## src/core/acc_pkg.sv

```systemverilog
package acc_pkg;

    // Register byte addresses (printed offsets are not all multiples of four)
    localparam logic [7:0] CTRL_IDX    = 8'h1F;
    localparam logic [7:0] RESULT_IDX  = 8'h1E;
    localparam logic [7:0] PORTCFG_IDX = 8'h9F;
    localparam logic [7:0] IRQCFG_IDX  = 8'h20;
    localparam logic [7:0] PORTRD_IDX  = 8'h21;
    localparam logic [9:0] CTRL_ADDR    = {CTRL_IDX, 2'b00};
    localparam logic [9:0] RESULT_ADDR  = {RESULT_IDX, 2'b00};
    localparam logic [9:0] PORTCFG_ADDR = {PORTCFG_IDX, 2'b00};
    localparam logic [9:0] IRQCFG_ADDR  = {IRQCFG_IDX, 2'b00};
    localparam logic [9:0] PORTRD_ADDR  = {PORTRD_IDX, 2'b00};

    // Control register fields
    localparam int CLKSEL_HI = 7;
    localparam int CLKSEL_LO = 6;
    localparam int CHSEL_HI  = 5;
    localparam int CHSEL_LO  = 3;
    localparam int GO_BIT    = 2;
    localparam int PWR_BIT   = 0;

    // Interrupt config register fields
    localparam int DONE_BIT  = 0;
    localparam int CIE_BIT   = 1;
    localparam int PIE_BIT   = 2;
    localparam int GIE_BIT   = 3;

    localparam logic [7:0] CTRL_RESET    = 8'h00;
    localparam logic [2:0] PORTCFG_RESET = 3'h0;

    localparam logic [1:0] CLK_DIV2  = 2'h0;
    localparam logic [1:0] CLK_DIV8  = 2'h1;
    localparam logic [1:0] CLK_DIV32 = 2'h2;
    localparam logic [1:0] CLK_RC    = 2'h3;

    localparam logic [5:0] DIV2_CYC  = 6'h02;
    localparam logic [5:0] DIV8_CYC  = 6'h08;
    localparam logic [5:0] DIV32_CYC = 6'h20;

    // Bit periods per conversion
    localparam logic [3:0] CONV_PERIODS = 4'h9;
    // Instruction cycle in oscillator periods before an RC conversion starts
    localparam logic [5:0] INSTR_CYC    = 6'h04;

    typedef enum logic [3:0] {
        ACC_IDLE  = 4'b0001,
        ACC_WAIT  = 4'b0010,
        ACC_CONV  = 4'b0100,
        ACC_DONE  = 4'b1000
    } acc_state_t;

endpackage

```

## src/core/acc_tick.sv

```systemverilog
module acc_tick
    import acc_pkg::*;
(
    input  wire logic       clk_i,
    input  wire logic       rst_n_i,
    input  wire logic       run_i,
    input  wire logic [1:0] clk_sel_i,
    input  wire logic       rc_tick_i,
    output logic            tick_o
);
    import acc_pkg::*;

    logic [5:0] count;
    logic [5:0] limit;
    logic       rc_s1;
    logic       rc_s2;
    logic       rc_s3;

    always_comb begin
        case (clk_sel_i)
            CLK_DIV2:  limit = DIV2_CYC;
            CLK_DIV8:  limit = DIV8_CYC;
            default:   limit = DIV32_CYC;
        endcase
    end

    // RC clock edge enters through a synchroniser
    always_ff @(posedge clk_i or negedge rst_n_i) begin
        if (!rst_n_i) begin
            rc_s1 <= 1'b0;
            rc_s2 <= 1'b0;
            rc_s3 <= 1'b0;
        end else begin
            rc_s1 <= rc_tick_i;
            rc_s2 <= rc_s1;
            rc_s3 <= rc_s2;
        end
    end

    // Oscillator divider
    always_ff @(posedge clk_i or negedge rst_n_i) begin
        if (!rst_n_i) begin
            count <= 6'h00;
        end else if (!run_i || clk_sel_i == CLK_RC || count == limit - 6'h01) begin
            count <= 6'h00;
        end else begin
            count <= count + 6'h01;
        end
    end

    always_comb begin
        if (!run_i) begin
            tick_o = 1'b0;
        end else if (clk_sel_i == CLK_RC) begin
            tick_o = rc_s2 & ~rc_s3;
        end else begin
            tick_o = (count == limit - 6'h01);
        end
    end
endmodule

```

## src/core/acc_portmap.sv

```systemverilog
module acc_portmap
    import acc_pkg::*;
#(
    parameter bit LARGE_PKG = 1'b1
)
(
    input  wire logic [2:0] cfg_i,
    output logic      [7:0] analog_o,
    output logic            vref_pin_o
);
    import acc_pkg::*;

    logic [7:0] map;
    // Bit order is channel order: 0,1,2,3,4(RA5),5,6,7
    always_comb begin
        vref_pin_o = 1'b0;
        case (cfg_i)
            3'h0: map = 8'hFF;
            3'h1: begin map = 8'hF7; vref_pin_o = 1'b1; end
            3'h2: map = 8'h1F;
            3'h3: begin map = 8'h17; vref_pin_o = 1'b1; end
            3'h4: map = 8'h0B;
            3'h5: begin map = 8'h03; vref_pin_o = 1'b1; end
            default: map = 8'h00;
        endcase
        analog_o = LARGE_PKG ? map : {3'h0, map[4:0]};
    end
endmodule

```

## src/core/acc_top.sv

```systemverilog
module acc_top
    import acc_pkg::*;
#(
    parameter bit LARGE_PKG = 1'b1
)
(
    input  wire logic        clk_i,
    input  wire logic        rst_n_i,
    input  wire logic        psel_i,
    input  wire logic        penable_i,
    input  wire logic        pwrite_i,
    input  wire logic [11:0] paddr_i,
    input  wire logic [31:0] pwdata_i,
    output logic      [31:0] prdata_o,
    output logic             pready_o,
    output logic             pslverr_o,
    input  wire logic        sleep_i,
    input  wire logic        rc_tick_i,
    input  wire logic [7:0]  pin_level_i,
    input  wire logic        cmp_high_i,
    output logic      [2:0]  sample_channel_o,
    output logic             sample_o,
    output logic      [7:0]  sar_trial_o,
    output logic             analog_powered_o,
    output logic      [7:0]  pin_analog_o,
    output logic             vref_pin_o,
    output logic             wake_o,
    output logic             irq_o
);
    import acc_pkg::*;

    ////////////////////////////////////////////////////////////////////////
    // Registers and state

    logic [1:0]  clk_sel;
    logic [2:0]  ch_sel;
    logic        go;
    logic        pwr_on;
    logic [2:0]  port_cfg;
    logic        done_flag;
    logic        cie;
    logic        pie;
    logic        global_irq_enable;
    logic [7:0]  result;
    logic [7:0]  sar;
    logic [3:0]  period_cnt;
    logic [5:0]  wait_cnt;
    logic        shut_off;
    logic        tick;
    logic        finish;
    logic        abort;
    logic        done_set;
    logic        wr_en;
    logic        rd_en;
    logic [9:0]  addr;
    logic [7:0]  pin_s1;
    logic [7:0]  pin_s2;
    logic [7:0]  analog_map;
    logic        sleep_s1;
    logic        sleep_s2;
    logic        cmp_s1;
    logic        cmp_s2;
    acc_state_t  state;
    acc_state_t  next_state;

    assign addr      = paddr_i[9:0];
    assign wr_en     = psel_i & penable_i & pwrite_i;
    assign rd_en     = psel_i & ~pwrite_i;
    assign pready_o  = 1'b1;
    assign pslverr_o = 1'b0;

    ////////////////////////////////////////////////////////////////////////
    // Synchronisers

    always_ff @(posedge clk_i or negedge rst_n_i) begin
        if (!rst_n_i) begin
            pin_s1   <= 8'h00;
            pin_s2   <= 8'h00;
            sleep_s1 <= 1'b0;
            sleep_s2 <= 1'b0;
            cmp_s1   <= 1'b0;
            cmp_s2   <= 1'b0;
        end else begin
            pin_s1   <= pin_level_i;
            pin_s2   <= pin_s1;
            sleep_s1 <= sleep_i;
            sleep_s2 <= sleep_s1;
            cmp_s1   <= cmp_high_i;
            cmp_s2   <= cmp_s1;
        end
    end

    ////////////////////////////////////////////////////////////////////////
    // Sub-blocks

    acc_tick u_tick (
        .clk_i     (clk_i),
        .rst_n_i   (rst_n_i),
        .run_i     (state == ACC_CONV),
        .clk_sel_i (clk_sel),
        .rc_tick_i (rc_tick_i),
        .tick_o    (tick)
    );

    acc_portmap #(
        .LARGE_PKG (LARGE_PKG)
    ) u_portmap (
        .cfg_i      (port_cfg),
        .analog_o   (analog_map),
        .vref_pin_o (vref_pin_o)
    );

    assign pin_analog_o = analog_map;

    ////////////////////////////////////////////////////////////////////////
    // Conversion sequencer

    // Converter powered down in sleep with a non-RC clock
    assign shut_off = ~pwr_on | (sleep_s2 & clk_sel != CLK_RC) | (sleep_s2 & state == ACC_IDLE);
    assign abort    = (state == ACC_WAIT || state == ACC_CONV) &&
                      (!go || !pwr_on || (sleep_s2 && clk_sel != CLK_RC));
    assign finish   = (state == ACC_CONV) && tick && (period_cnt == CONV_PERIODS - 4'h1) && !abort;
    assign done_set = (state == ACC_DONE);

    always_comb begin
        next_state = state;
        case (state)
            ACC_IDLE: begin
                if (go && pwr_on) begin
                    next_state = (clk_sel == CLK_RC) ? ACC_WAIT : ACC_CONV;
                end
            end
            ACC_WAIT: begin
                if (abort) begin
                    next_state = ACC_IDLE;
                end else if (wait_cnt == INSTR_CYC - 6'h01) begin
                    next_state = ACC_CONV;
                end
            end
            ACC_CONV: begin
                if (abort) begin
                    next_state = ACC_IDLE;
                end else if (finish) begin
                    next_state = ACC_DONE;
                end
            end
            ACC_DONE:  next_state = ACC_IDLE;
            default:   next_state = ACC_IDLE;
        endcase
    end

    always_ff @(posedge clk_i or negedge rst_n_i) begin
        if (!rst_n_i) begin
            state <= ACC_IDLE;
        end else begin
            state <= next_state;
        end
    end

    always_ff @(posedge clk_i or negedge rst_n_i) begin
        if (!rst_n_i) begin
            wait_cnt <= 6'h00;
        end else if (state == ACC_WAIT) begin
            wait_cnt <= wait_cnt + 6'h01;
        end else begin
            wait_cnt <= 6'h00;
        end
    end

    // Bit period counter and successive approximation
    always_ff @(posedge clk_i or negedge rst_n_i) begin
        if (!rst_n_i) begin
            period_cnt <= 4'h0;
            sar        <= 8'h00;
        end else if (state != ACC_CONV) begin
            period_cnt <= 4'h0;
            sar        <= 8'h80;
        end else if (tick) begin
            period_cnt <= period_cnt + 4'h1;
            if (period_cnt != 4'h0) begin
                // Period 1..8 resolve bits 7..0; sample in period 0
                sar <= sar_step(sar, cmp_s2, period_cnt);
            end
        end
    end

    function automatic logic [7:0] sar_step(input logic [7:0] v, input logic hi, input logic [3:0] p);
        logic [2:0] b;
        logic [7:0] r;
        b = 3'(4'h8 - p);
        r = v;
        if (hi) begin
            r[b] = 1'b0;
        end
        if (b != 3'h0) begin
            r[b - 3'h1] = 1'b1;
        end
        return r;
    endfunction

    // Result only on completion; no reset value needed
    always_ff @(posedge clk_i) begin
        if (finish) begin
            result <= sar_step(sar, cmp_s2, 4'h8);
        end
    end

    assign sample_channel_o = ch_sel;
    assign sample_o         = (state == ACC_CONV) && (period_cnt == 4'h0);
    assign sar_trial_o      = sar;
    assign analog_powered_o = ~shut_off & ~(state == ACC_IDLE & sleep_s2);

    ////////////////////////////////////////////////////////////////////////
    // Control register

    always_ff @(posedge clk_i or negedge rst_n_i) begin
        if (!rst_n_i) begin
            clk_sel <= CTRL_RESET[CLKSEL_HI:CLKSEL_LO];
            ch_sel  <= CTRL_RESET[CHSEL_HI:CHSEL_LO];
            pwr_on  <= CTRL_RESET[PWR_BIT];
        end else if (wr_en && addr == CTRL_ADDR) begin
            clk_sel <= pwdata_i[CLKSEL_HI:CLKSEL_LO];
            ch_sel  <= pwdata_i[CHSEL_HI:CHSEL_LO];
            pwr_on  <= pwdata_i[PWR_BIT];
        end
    end

    // Go flag: set by software, cleared by completion or abort
    always_ff @(posedge clk_i or negedge rst_n_i) begin
        if (!rst_n_i) begin
            go <= CTRL_RESET[GO_BIT];
        end else if (wr_en && addr == CTRL_ADDR) begin
            go <= pwdata_i[GO_BIT];
        end else if (finish || abort) begin
            go <= 1'b0;
        end
    end

    always_ff @(posedge clk_i or negedge rst_n_i) begin
        if (!rst_n_i) begin
            port_cfg <= PORTCFG_RESET;
        end else if (wr_en && addr == PORTCFG_ADDR) begin
            port_cfg <= pwdata_i[2:0];
        end
    end

    // Done flag: hardware set wins over software clear
    always_ff @(posedge clk_i or negedge rst_n_i) begin
        if (!rst_n_i) begin
            done_flag <= 1'b0;
            cie       <= 1'b0;
            pie       <= 1'b0;
            global_irq_enable       <= 1'b0;
        end else begin
            if (wr_en && addr == IRQCFG_ADDR) begin
                cie <= pwdata_i[CIE_BIT];
                pie <= pwdata_i[PIE_BIT];
                global_irq_enable <= pwdata_i[GIE_BIT];
            end
            if (done_set) begin
                done_flag <= 1'b1;
            end else if (wr_en && addr == IRQCFG_ADDR) begin
                done_flag <= pwdata_i[DONE_BIT];
            end
        end
    end

    assign wake_o = done_flag & cie & pie;
    assign irq_o  = done_flag & cie & pie & global_irq_enable;

    ////////////////////////////////////////////////////////////////////////
    // Read data

    always_ff @(posedge clk_i or negedge rst_n_i) begin
        if (!rst_n_i) begin
            prdata_o <= 32'h0000_0000;
        end else if (rd_en && !penable_i) begin
            case (addr)
                CTRL_ADDR:    prdata_o <= {24'h0, clk_sel, ch_sel, go, 1'b0, pwr_on};
                RESULT_ADDR:  prdata_o <= {24'h0, result};
                PORTCFG_ADDR: prdata_o <= {29'h0, port_cfg};
                IRQCFG_ADDR:  prdata_o <= {28'h0, global_irq_enable, pie, cie, done_flag};
                PORTRD_ADDR:  prdata_o <= {24'h0, pin_s2 & ~analog_map};
                default:      prdata_o <= 32'h0000_0000;
            endcase
        end
    end
endmodule

```

## config.mk

```make
export PLATFORM = sky130hd
export DESIGN_NAME = acc_top
export DESIGN_NICKNAME = d
export VERILOG_FILES = /design/src/core/acc_pkg.sv /design/src/core/acc_tick.sv /design/src/core/acc_portmap.sv /design/src/core/acc_top.sv
export SDC_FILE = /design/constraint.sdc
export NUM_CORES = 1
export LEC_CHECK = 0
export BUFFER_PORTS_ARGS = -buffer_cell sky130_fd_sc_hd__buf_2
export CAP_MARGIN = 20
export CORE_UTILIZATION = 35
export DETAILED_ROUTE_END_ITERATION = 8
export GPL_ROUTABILITY_DRIVEN = 0
export SLEW_MARGIN = 20
export SYNTH_ARGS = -nofsm -noshare
export SYNTH_HDL_FRONTEND = slang
export SYNTH_HIERARCHICAL = 1
export SYNTH_SLANG_ARGS = --single-unit
```

## constraint.sdc

```tcl
create_clock -name clk_i -period 7.5 [get_ports clk_i]
set_clock_uncertainty 0.05 [all_clocks]
set_input_delay 0.75 -clock clk_i [delete_from_list [all_inputs] [get_ports clk_i]]
set_output_delay 0.75 -clock clk_i [all_outputs]
set_load 0.005 [all_outputs]
```

Word level (Yosys, flattened, before mapping)
Cells that the tools add are included.
- flip-flop bits (word level): 105
- $add $sub $neg: 6
- order comparisons: 4
- equality and inequality tests: 24
- muxes and demuxes: 33
- bitwise gates (word level): 22
- reductions and logical operators: 36
- operators with widths (kind ; number):
    $mux W8 ; 8
    $pmux W8 S6 ; 1
    $pmux W8 S5 ; 1
    $mux W4 ; 7
    $eq A10 B7 Y1 const B ; 2
    $eq A10 B8 Y1 const B ; 2
    $and A8 B8 Y8 ; 2
    $not A8 Y8 ; 2
    $logic_and A1 B1 Y1 ; 13
    $add A6 B1 Y6 const B ; 2
    $mux W6 ; 2
    $pmux W4 S3 ; 1
    $pmux W6 S2 ; 1
    $and A1 B1 Y1 ; 10
    $eq A10 B10 Y1 const B ; 1
    $mux W1 ; 9
    $eq A4 B4 Y1 const B ; 2
    $lt A3 B4 Y1 const B ; 2
    $or A8 B8 Y8 ; 1
    $reduce_bool A2 Y1 ; 4
    $demux W1 S3 ; 2
    $eq A3 B2 Y1 const B ; 2
    $eq A3 B3 Y1 const B ; 2
    $eq A6 B2 Y1 const B ; 1
    other kinds (30) ; 45

Depth between registers and ports, before layout
Gate-level depths: netlist of the first run.
- depth in word-level cells: 16
- gate-level depth with buffers: 11
- depth with buffers taken out: 10

By module
Netlist of the first run, hierarchy kept.
- modules (own cells, without submodules) (module ; times used ; cells an instance ; area each (µm²) ; sequential area each (µm²)):
    acc_top ; 1 ; 306 ; 3382.0 ; 1843.0
    acc_tick ; 1 ; 42 ; 440.4 ; 225.2
    acc_portmap ; 1 ; 9 ; 61.3 ; 0.0

Least setup slack after synthesis of the first run
OpenSTA, ideal clock, no wires.
- kind: register to register
- start point: register clk_sel[1]
- end point: register result[0] (enable)
- library setup time: 0.395 ns
- arrival time: 3.112 ns
- data required time: 7.055 ns
- slack: 3.943 ns
- cell stages (with the launch flop): 10
- cell sequence: dfrtp_1 -> or2_2 -> ha_1 -> xor2_1 -> o2111ai_1 -> or3_1 -> o21ai_2 -> clkbuf_1 -> nand4b_1 -> nor4_1
- cells in the longest elaborated chain, start to end: 9
- elaborated cells on any way between the ends: 16
- ends and longest elaborated chain (what ; line ; text):
    start, declared ; acc_top.sv:35 ; logic [1:0] clk_sel;
    start signal, assigned ; acc_top.sv:218 ; clk_sel <= CTRL_RESET[CLKSEL_HI:CLKSEL_LO];
    start signal, assigned ; acc_top.sv:222 ; clk_sel <= pwdata_i[CLKSEL_HI:CLKSEL_LO];
    $eq A2 B1 Y1 or $logic_not A2 Y1 (tied branches) ; acc_tick.sv:20 ; case (clk_sel_i)
    $pmux W6 S2 ; acc_tick.sv:20 ;
    $sub A6 B1 Y6 ; acc_tick.sv:57 ; tick_o = (count == limit - 6'h01);
    $eq A6 B6 Y1 ; acc_tick.sv:57 ;
    $mux W1 * ; acc_tick.sv:54 ; end else if (clk_sel_i == CLK_RC) begin
    $mux W1 * ; acc_tick.sv:52 ; if (!run_i) begin
    via tick ; acc_top.sv:49 ; logic tick;
    $logic_and A1 B1 Y1 * (3 in series) ; acc_top.sv:122 ; assign finish = (state == ACC_CONV) && tick && (period_cnt == CONV_PERIODS - 4'h1) && !abort;
    via finish ; acc_top.sv:50 ; logic finish;
    end signal, assigned ; acc_top.sv:204 ; result <= sar_step(sar, cmp_s2, 4'h8);
    end, declared ; acc_top.sv:44 ; logic [7:0] result;
Mark *: on every way through the listed nets, which the timed path passes. The rest lies on a longest branch.
A chain may end at the register's enable or synchronous reset.

Final worst setup path of the first run
- start point: register state[1]
- end point: register result[3] (enable)
- cells in the longest elaborated chain, start to end: 5
- elaborated cells on any way between the ends: 9
- ends and longest elaborated chain (what ; line ; text):
    start, declared ; acc_top.sv:63 ; acc_state_t state;
    start signal, assigned ; acc_top.sv:156 ; state <= next_state;
    $eq A4 B3 Y1 ; acc_top.sv:99 ; .run_i (state == ACC_CONV),
    $mux W1 ; acc_tick.sv:52 ;
    via tick ; acc_top.sv:49 ;
    $logic_and A1 B1 Y1 (3 in series) ; acc_top.sv:122 ;
    via finish ; acc_top.sv:50 ;
The timed path passes the listed nets, and every way through them passes these cells.

==> results.md, run 1 <==
* Slew Limit Fails at 0
* Hold Buf Count CTS at 0
* Critical Path Max Stage Delay at 850 ps
* CTS tree: yes
* Asr flop ratio synth at 90.1%
* Measured slew at the worst slew-check pin at 914 ps
* Min cycle time layout at 3210 ps
* GRT Residual Overflow at 0
* Vias at 2701
* Fin nets at 484
* Post-Syn Area at 3880 um^2
* Root Driver: clkbuf_8
* Mapped Cells at 357
* Clock Pin Slew Worst Setup and Hold Paths at 80 ps
* Vias per cell at 4.80
* Synth warn at 6
* Power per Cell Area at 182 nW/um^2
* GRT Util Overall at 14.0%
* WP data arrival at 3220 ps
* Commonest cells post-synth: dfrtp_1 (72), buf_4 (31), nor2_1 (31)
* Largest net degree at the start of global routing at 74
* Die area at 11500 um^2
* CP Capture Type: flop
* Top FF cell, synth: dfrtp_1
* HP Class: flop to flop
* Power share of the sequential group at 56.2%
* Max Cap Violations at 0
* Final Power at 807 uW
* Fin. Hold Viols at 0
* Drt total wl at 7600 um
* Cell family with most CP delay: simple AND/OR/NAND/NOR gates
* Clock share of power at 39.4%
* Drt pass-1 iters at 4
* Die width at 107 um
* First-pass GRT wire length at 12400 um
* CP Class: flop to flop
* Num rows at 38
* Clock buffer depth at 2
* Post-CTS Setup Bufs at 0
* Leak at 0.00201 uW
* Final setup vio count at 0
* Initial DRC Count at 161
* CTS buffer count at 9
* Die height at 107 um
* Initial core utilization at 35.8%
* Max frequency at 0.312 GHz
* Worst Path Max Fanout at 18
* Worst-skew pair later-pin latency at 350 ps
* Peak supply drop at 0.103 mV
* Final ANT Viol Nets at 0
* EDFF count, synth at 8
* Gate power share at 4.4%
* Synth-to-Final Area Change at 13.9%
* Synth area leader: dfrtp_1
* Crit path required time at 7510 ps
* Average cell area after synthesis at 10.9 um^2
* Distinct cells, synth at 63
* Largest cells by area after synthesis: dfrtp_1 (46%), edfxtp_1 (6.2%), buf_4 (6.0%)
* RSZ-0062 raised after global routing: no
* Status: completed
* Slew HR at 39.1%
* Port buffer count at 65
* Layout cells sized above 1 at 23.2%
* Routed wire per std cell at 13.5 um
* CTS-repair resized insts at 0
* Synth Register Bits at 81
* I/O pin count at 118
* Top-area cell type share of the netlist area at 46.4%
* Initial antenna violation count at 0
* Tcrit/Tclk final at 42.8%
* Vias in the first global route at 2460
* TNS Setup at 0 ps
* Worst path cell trace: or4b_1, inv_2, nand2_1, or3_1, o21ai_2, nand4b_1, nor4_1, buf_4
* Register area share after synthesis at 53.3%
* # fillers at 1057
* Inserted Diodes at 0
* DR DRC count at 0
* DP HPWL at 5540 um
* Worst path slowest cell: or4b_1
* Sink Count at 81
* Most common cell in the netlist: dfrtp_1
* Core Region at 10800 um^2
* Net switching power at 190 uW
* Finished Cell Area at 4420 um^2
* Startpoint Class: flop
* Sw frac at 23.6%
* Area post-placement at 4220 um^2
* Htree depth at 3
* Crit path buf inv count at 2
* Internal at 616 uW
[layout make-up]
| cell class | count | area [um^2] | share of cell area, % |
|---|---|---|---|
| inverter | 14 | 52.6 | 1.19 |
| sequential | 81 | 2070 | 46.8 |
| multi-input combinational | 245 | 1580 | 35.7 |
| tap | 140 | 175 | 3.96 |
| clock buffer | 11 | 163 | 3.68 |
| clock inverter | 5 | 42.5 | 0.962 |
| timing repair buffer | 67 | 340 | 7.70 |
[worst paths after layout]
| path | from | endpoint | slack [ps] | depth (start not counted) |
|---|---|---|---|---|
| setup / recovery | state[1] | result[3] | 4290 | 8 |
| hold / removal | sleep_s1 | sleep_s2 | 300 | 0 |
| setup reg to reg | state[1] | result[3] | 4290 | 8 |
| hold reg to reg | sleep_s1 | sleep_s2 | 300 | 0 |
| max in group asynchronous | rst_n_i | prdata_o[1] | 6240 | 2 |
| min in group asynchronous | rst_n_i | u_tick/count[3] | 550 | 2 |
[worst reg2reg max path: cells and delay by family, from the launching register on]
kind | cells | cell delay, ps
flip-flops | 1 | 400
buffers and inverters | 2 | 440
AND/OR/NAND/NOR | 5 | 1840
AO/OA/AOI/OAI | 1 | 200
[layout by cell type (no fill, tap or decap), drive strengths merged, types with 3 or more instances in the layout]
cell	n
inv	17
or4b	3
nand3	10
mux2i	7
clkbuf	11
xnor2	5
nand2b	15
a211oi	4
dfrtp	72
conb	26
o211ai	5
nand2	22
and3	3
nor4b	3
mux2	13
o21ai	10
nand3b	4
nor2	32
nor4	5
ha	6
edfxtp	8
a32oi	4
nor2b	4
buf	67
xor2	8
nand4	7
a21oi	17
[power groups by stage]
stage	logic [uW]	clock network [uW]	registers (uW)
floorplan	23.8	0	462
global placement	35.9	0	462
detailed placement	36.3	0	462
CTS	36.5	328	453
global route	41.6	352	454
finish	35.7	318	453
[sequential cells by signal (all words and copies together), names as in the netlist, 2 cells and up]
name              flops
sample_channel_o      3
period_cnt            4
pin_s2                8
u_tick/count          6
clk_sel               2
pin_s1                8
prdata_o              8
port_cfg              3
sar_trial_o           8
state                 4
result                8
wait_cnt              6
[cells by family after synthesis]
group	Yosys count	share of synthesized area, %
simple gates	124	17.9
buf+inv	55	8.38
fa+ha+maj	6	1.93
compound gates	56	9.79
xor+xnor	13	2.93
mux	20	5.57
other cells	2	0.193
flops	81	53.3
[stage by stage]
stage	std cells	utilization, %	hold WS [ps]	setup slack [ps]
2_1_floorplan	381	-	281	3940
3_3_place_gp	547	38.9	284	4330
3_5_place_dp	547	38.9	286	4310
4_1_cts	563	40.8	304	4290
5_1_grt	563	40.8	309	3920
6_report	563	40.8	303	4290
[layer usage]
metal / track usage (%) / vias up / wire (um)
met1: 19.0 / 1293 / 3560
met3: 3.93 / 6 / 432
li1: - / 1319 / -
met4: 4.70 / 0 / 62
met2: 21.7 / 83 / 3540
met5: 0 / - / 0
No activity file was read; power rests on OpenSTA's default activity.
==> inputs of run 2 (changes only) <==
==> constraint.sdc (replaced) <==
create_clock -name clk_i -period 2.91 [get_ports clk_i]
set_clock_uncertainty 0.05 [all_clocks]
set_input_delay 0.291 -clock clk_i [delete_from_list [all_inputs] [get_ports clk_i]]
set_output_delay 0.291 -clock clk_i [all_outputs]
set_load 0.005 [all_outputs]
==> results.md, run 2 (synthesis results as in run 1) <==
* Die height at 107 um
* Max frequency at 0.369 GHz
* Drt pass-1 iters at 5
* Synth-to-Final Area Change at 19.2%
* Startpoint Class: flop
* WP data arrival at 2730 ps
* Inserted Diodes at 0
* Tcrit/Tclk final at 93.2%
* R2R setup slack at 200 ps
* Max Cap Violations at 0
* Routed wire per std cell at 13.7 um
* Status: completed
* RSZ-0062 raised after global routing: no
* Clock buffer depth at 2
* Crit path buf inv count at 1
* GRT Util Overall at 14.9%
* Min cycle time layout at 2710 ps
* Vias per cell at 4.80
* HP Class: input port to flop
* Worst path cell trace: or2_4, ha_4, xor2_1, o2111ai_1, or3_1, o21ai_2, nand4b_1, nor4_4, buf_4
* Final ANT Viol Nets at 0
* Critical Path Max Stage Delay at 450 ps
* Htree depth at 3
* TNS Setup at 0 ps
* Most common cell after layout, fill and taps aside: dfrtp_1
* Vias at 2801
* Finished Cell Area at 4630 um^2
* CP Capture Type: flop
* Root Driver: clkbuf_8
* Vias in the first global route at 2640
* Die area at 11500 um^2
* DP HPWL at 5890 um
* Post-CTS Setup Bufs at 0
* Layout cells sized above 1 at 24.6%
* Drt total wl at 7980 um
* Core Region at 10800 um^2
* Fin nets at 504
* Crit path required time at 2930 ps
* I/O pin count at 118
* CTS buffer count at 9
* Worst Path Max Fanout at 8
* Slew HR at 52.9%
* CP Class: flop to flop
* Num rows at 38
* Port buffer count at 65
* Power per Cell Area at 449 nW/um^2
* DR DRC count at 0
* Initial DRC Count at 161
* Largest net degree at the start of global routing at 26
* Worst path slowest cell: dfrtp_2
* Peak supply drop at 0.238 mV
* Leak at 0.00210 uW
* Fin. Hold Viols at 0
* Initial core utilization at 35.8%
* First-pass GRT wire length at 13200 um
* Final Hold Slack at 93.1 ps
* Clock Pin Slew Worst Setup and Hold Paths at 90 ps
* Worst-skew pair later-pin latency at 360 ps
* Initial antenna violation count at 0
* GRT Residual Overflow at 0
* Slew Limit Fails at 0
* CTS tree: yes
* Area post-placement at 4310 um^2
* Measured slew at the worst slew-check pin at 705 ps
* Die width at 107 um
* Sink Count at 81
* Most frequent cells in the layout: dfrtp_1 (71), buf_2 (65), nor2_1 (31), conb_1 (26), nand2_1 (22)
* Cell family with most CP delay: simple AND/OR/NAND/NOR gates
* Final setup vio count at 0
==> run 2: layout make-up <==
| class | count | area (um^2) |
|---|---|---|
| clock buffers | 10 | 149 |
| clock inverters | 6 | 47.5 |
| fillers | 1050 | 6210 |
| inverters | 14 | 55.1 |
| multi-input cells | 245 | 1610 |
| flip-flops and latches | 81 | 2070 |
| well taps | 140 | 175 |
| repair buffers | 87 | 520 |
==> run 2: worst register-to-register path: cells and delay by family (launching register included) <==
family	cells	cell delay, ps
and+or+nand+nor	4	1110
DFF	1	450
adders and majority gates	1	260
AOI/OAI and AO/OA	2	230
buffers and inverters	1	200
xor gates and xnor gates	1	140
==> run 2: metrics by stage <==
step / setup slack (ps) / utilization [%] / std cells / total power (uW)
2_1_floorplan: 8.01 / - / 381 / 1250
3_3_place_gp: 227 / 39.8 / 555 / 1290
3_5_place_dp: 220 / 39.8 / 555 / 1290
4_1_cts: 192 / 42.7 / 583 / 2110
5_1_grt: 9.93 / 42.7 / 583 / 2170
6_report: 199 / 42.7 / 583 / 2080
==> run 2: routing by layer <==
metal / share of wire [%] / wire length [um] / global-route usage, % / vias to the layer above
met2: 47 / 3760 / 23.2 / 83
met1: 47 / 3760 / 20.4 / 1354
met4: 1.5 / 119 / 5.58 / 0
met3: 4.2 / 335 / 2.97 / 8
met5: 0 / 0 / 0 / -
li1: - / - / - / 1356
==> run 2: path summary, 6_finish.rpt <==
| kind | to | startpoint | cells after the start |
|---|---|---|---|
| min in group asynchronous | prdata_o[4] | rst_n_i | 2 |
| worst min-delay path | sample_channel_o[2] | pwdata_i[5] | 2 |
| worst min register to register | pin_s2[6] | pin_s1[6] | 0 |
| worst max register to register | result[0] | clk_sel[1] | 9 |
| worst max-delay path | result[0] | clk_sel[1] | 9 |
| max in group asynchronous | state[0] | rst_n_i | 3 |
==> run 2: repair_timing <==
action | in CTS | in global routing
hold endpoints to repair | 34 | 0
setup endpoints to repair | 0 | 2
hold buffers | 12 | 0
gates resized for setup | 0 | 1
==> run 2: where the power goes <==
part | internal (uW) | switching, uW | total [uW]
sequential | 1160 | 8.90 | 1170
clock | 369 | 431 | 800
combinational | 45.2 | 63.0 | 108
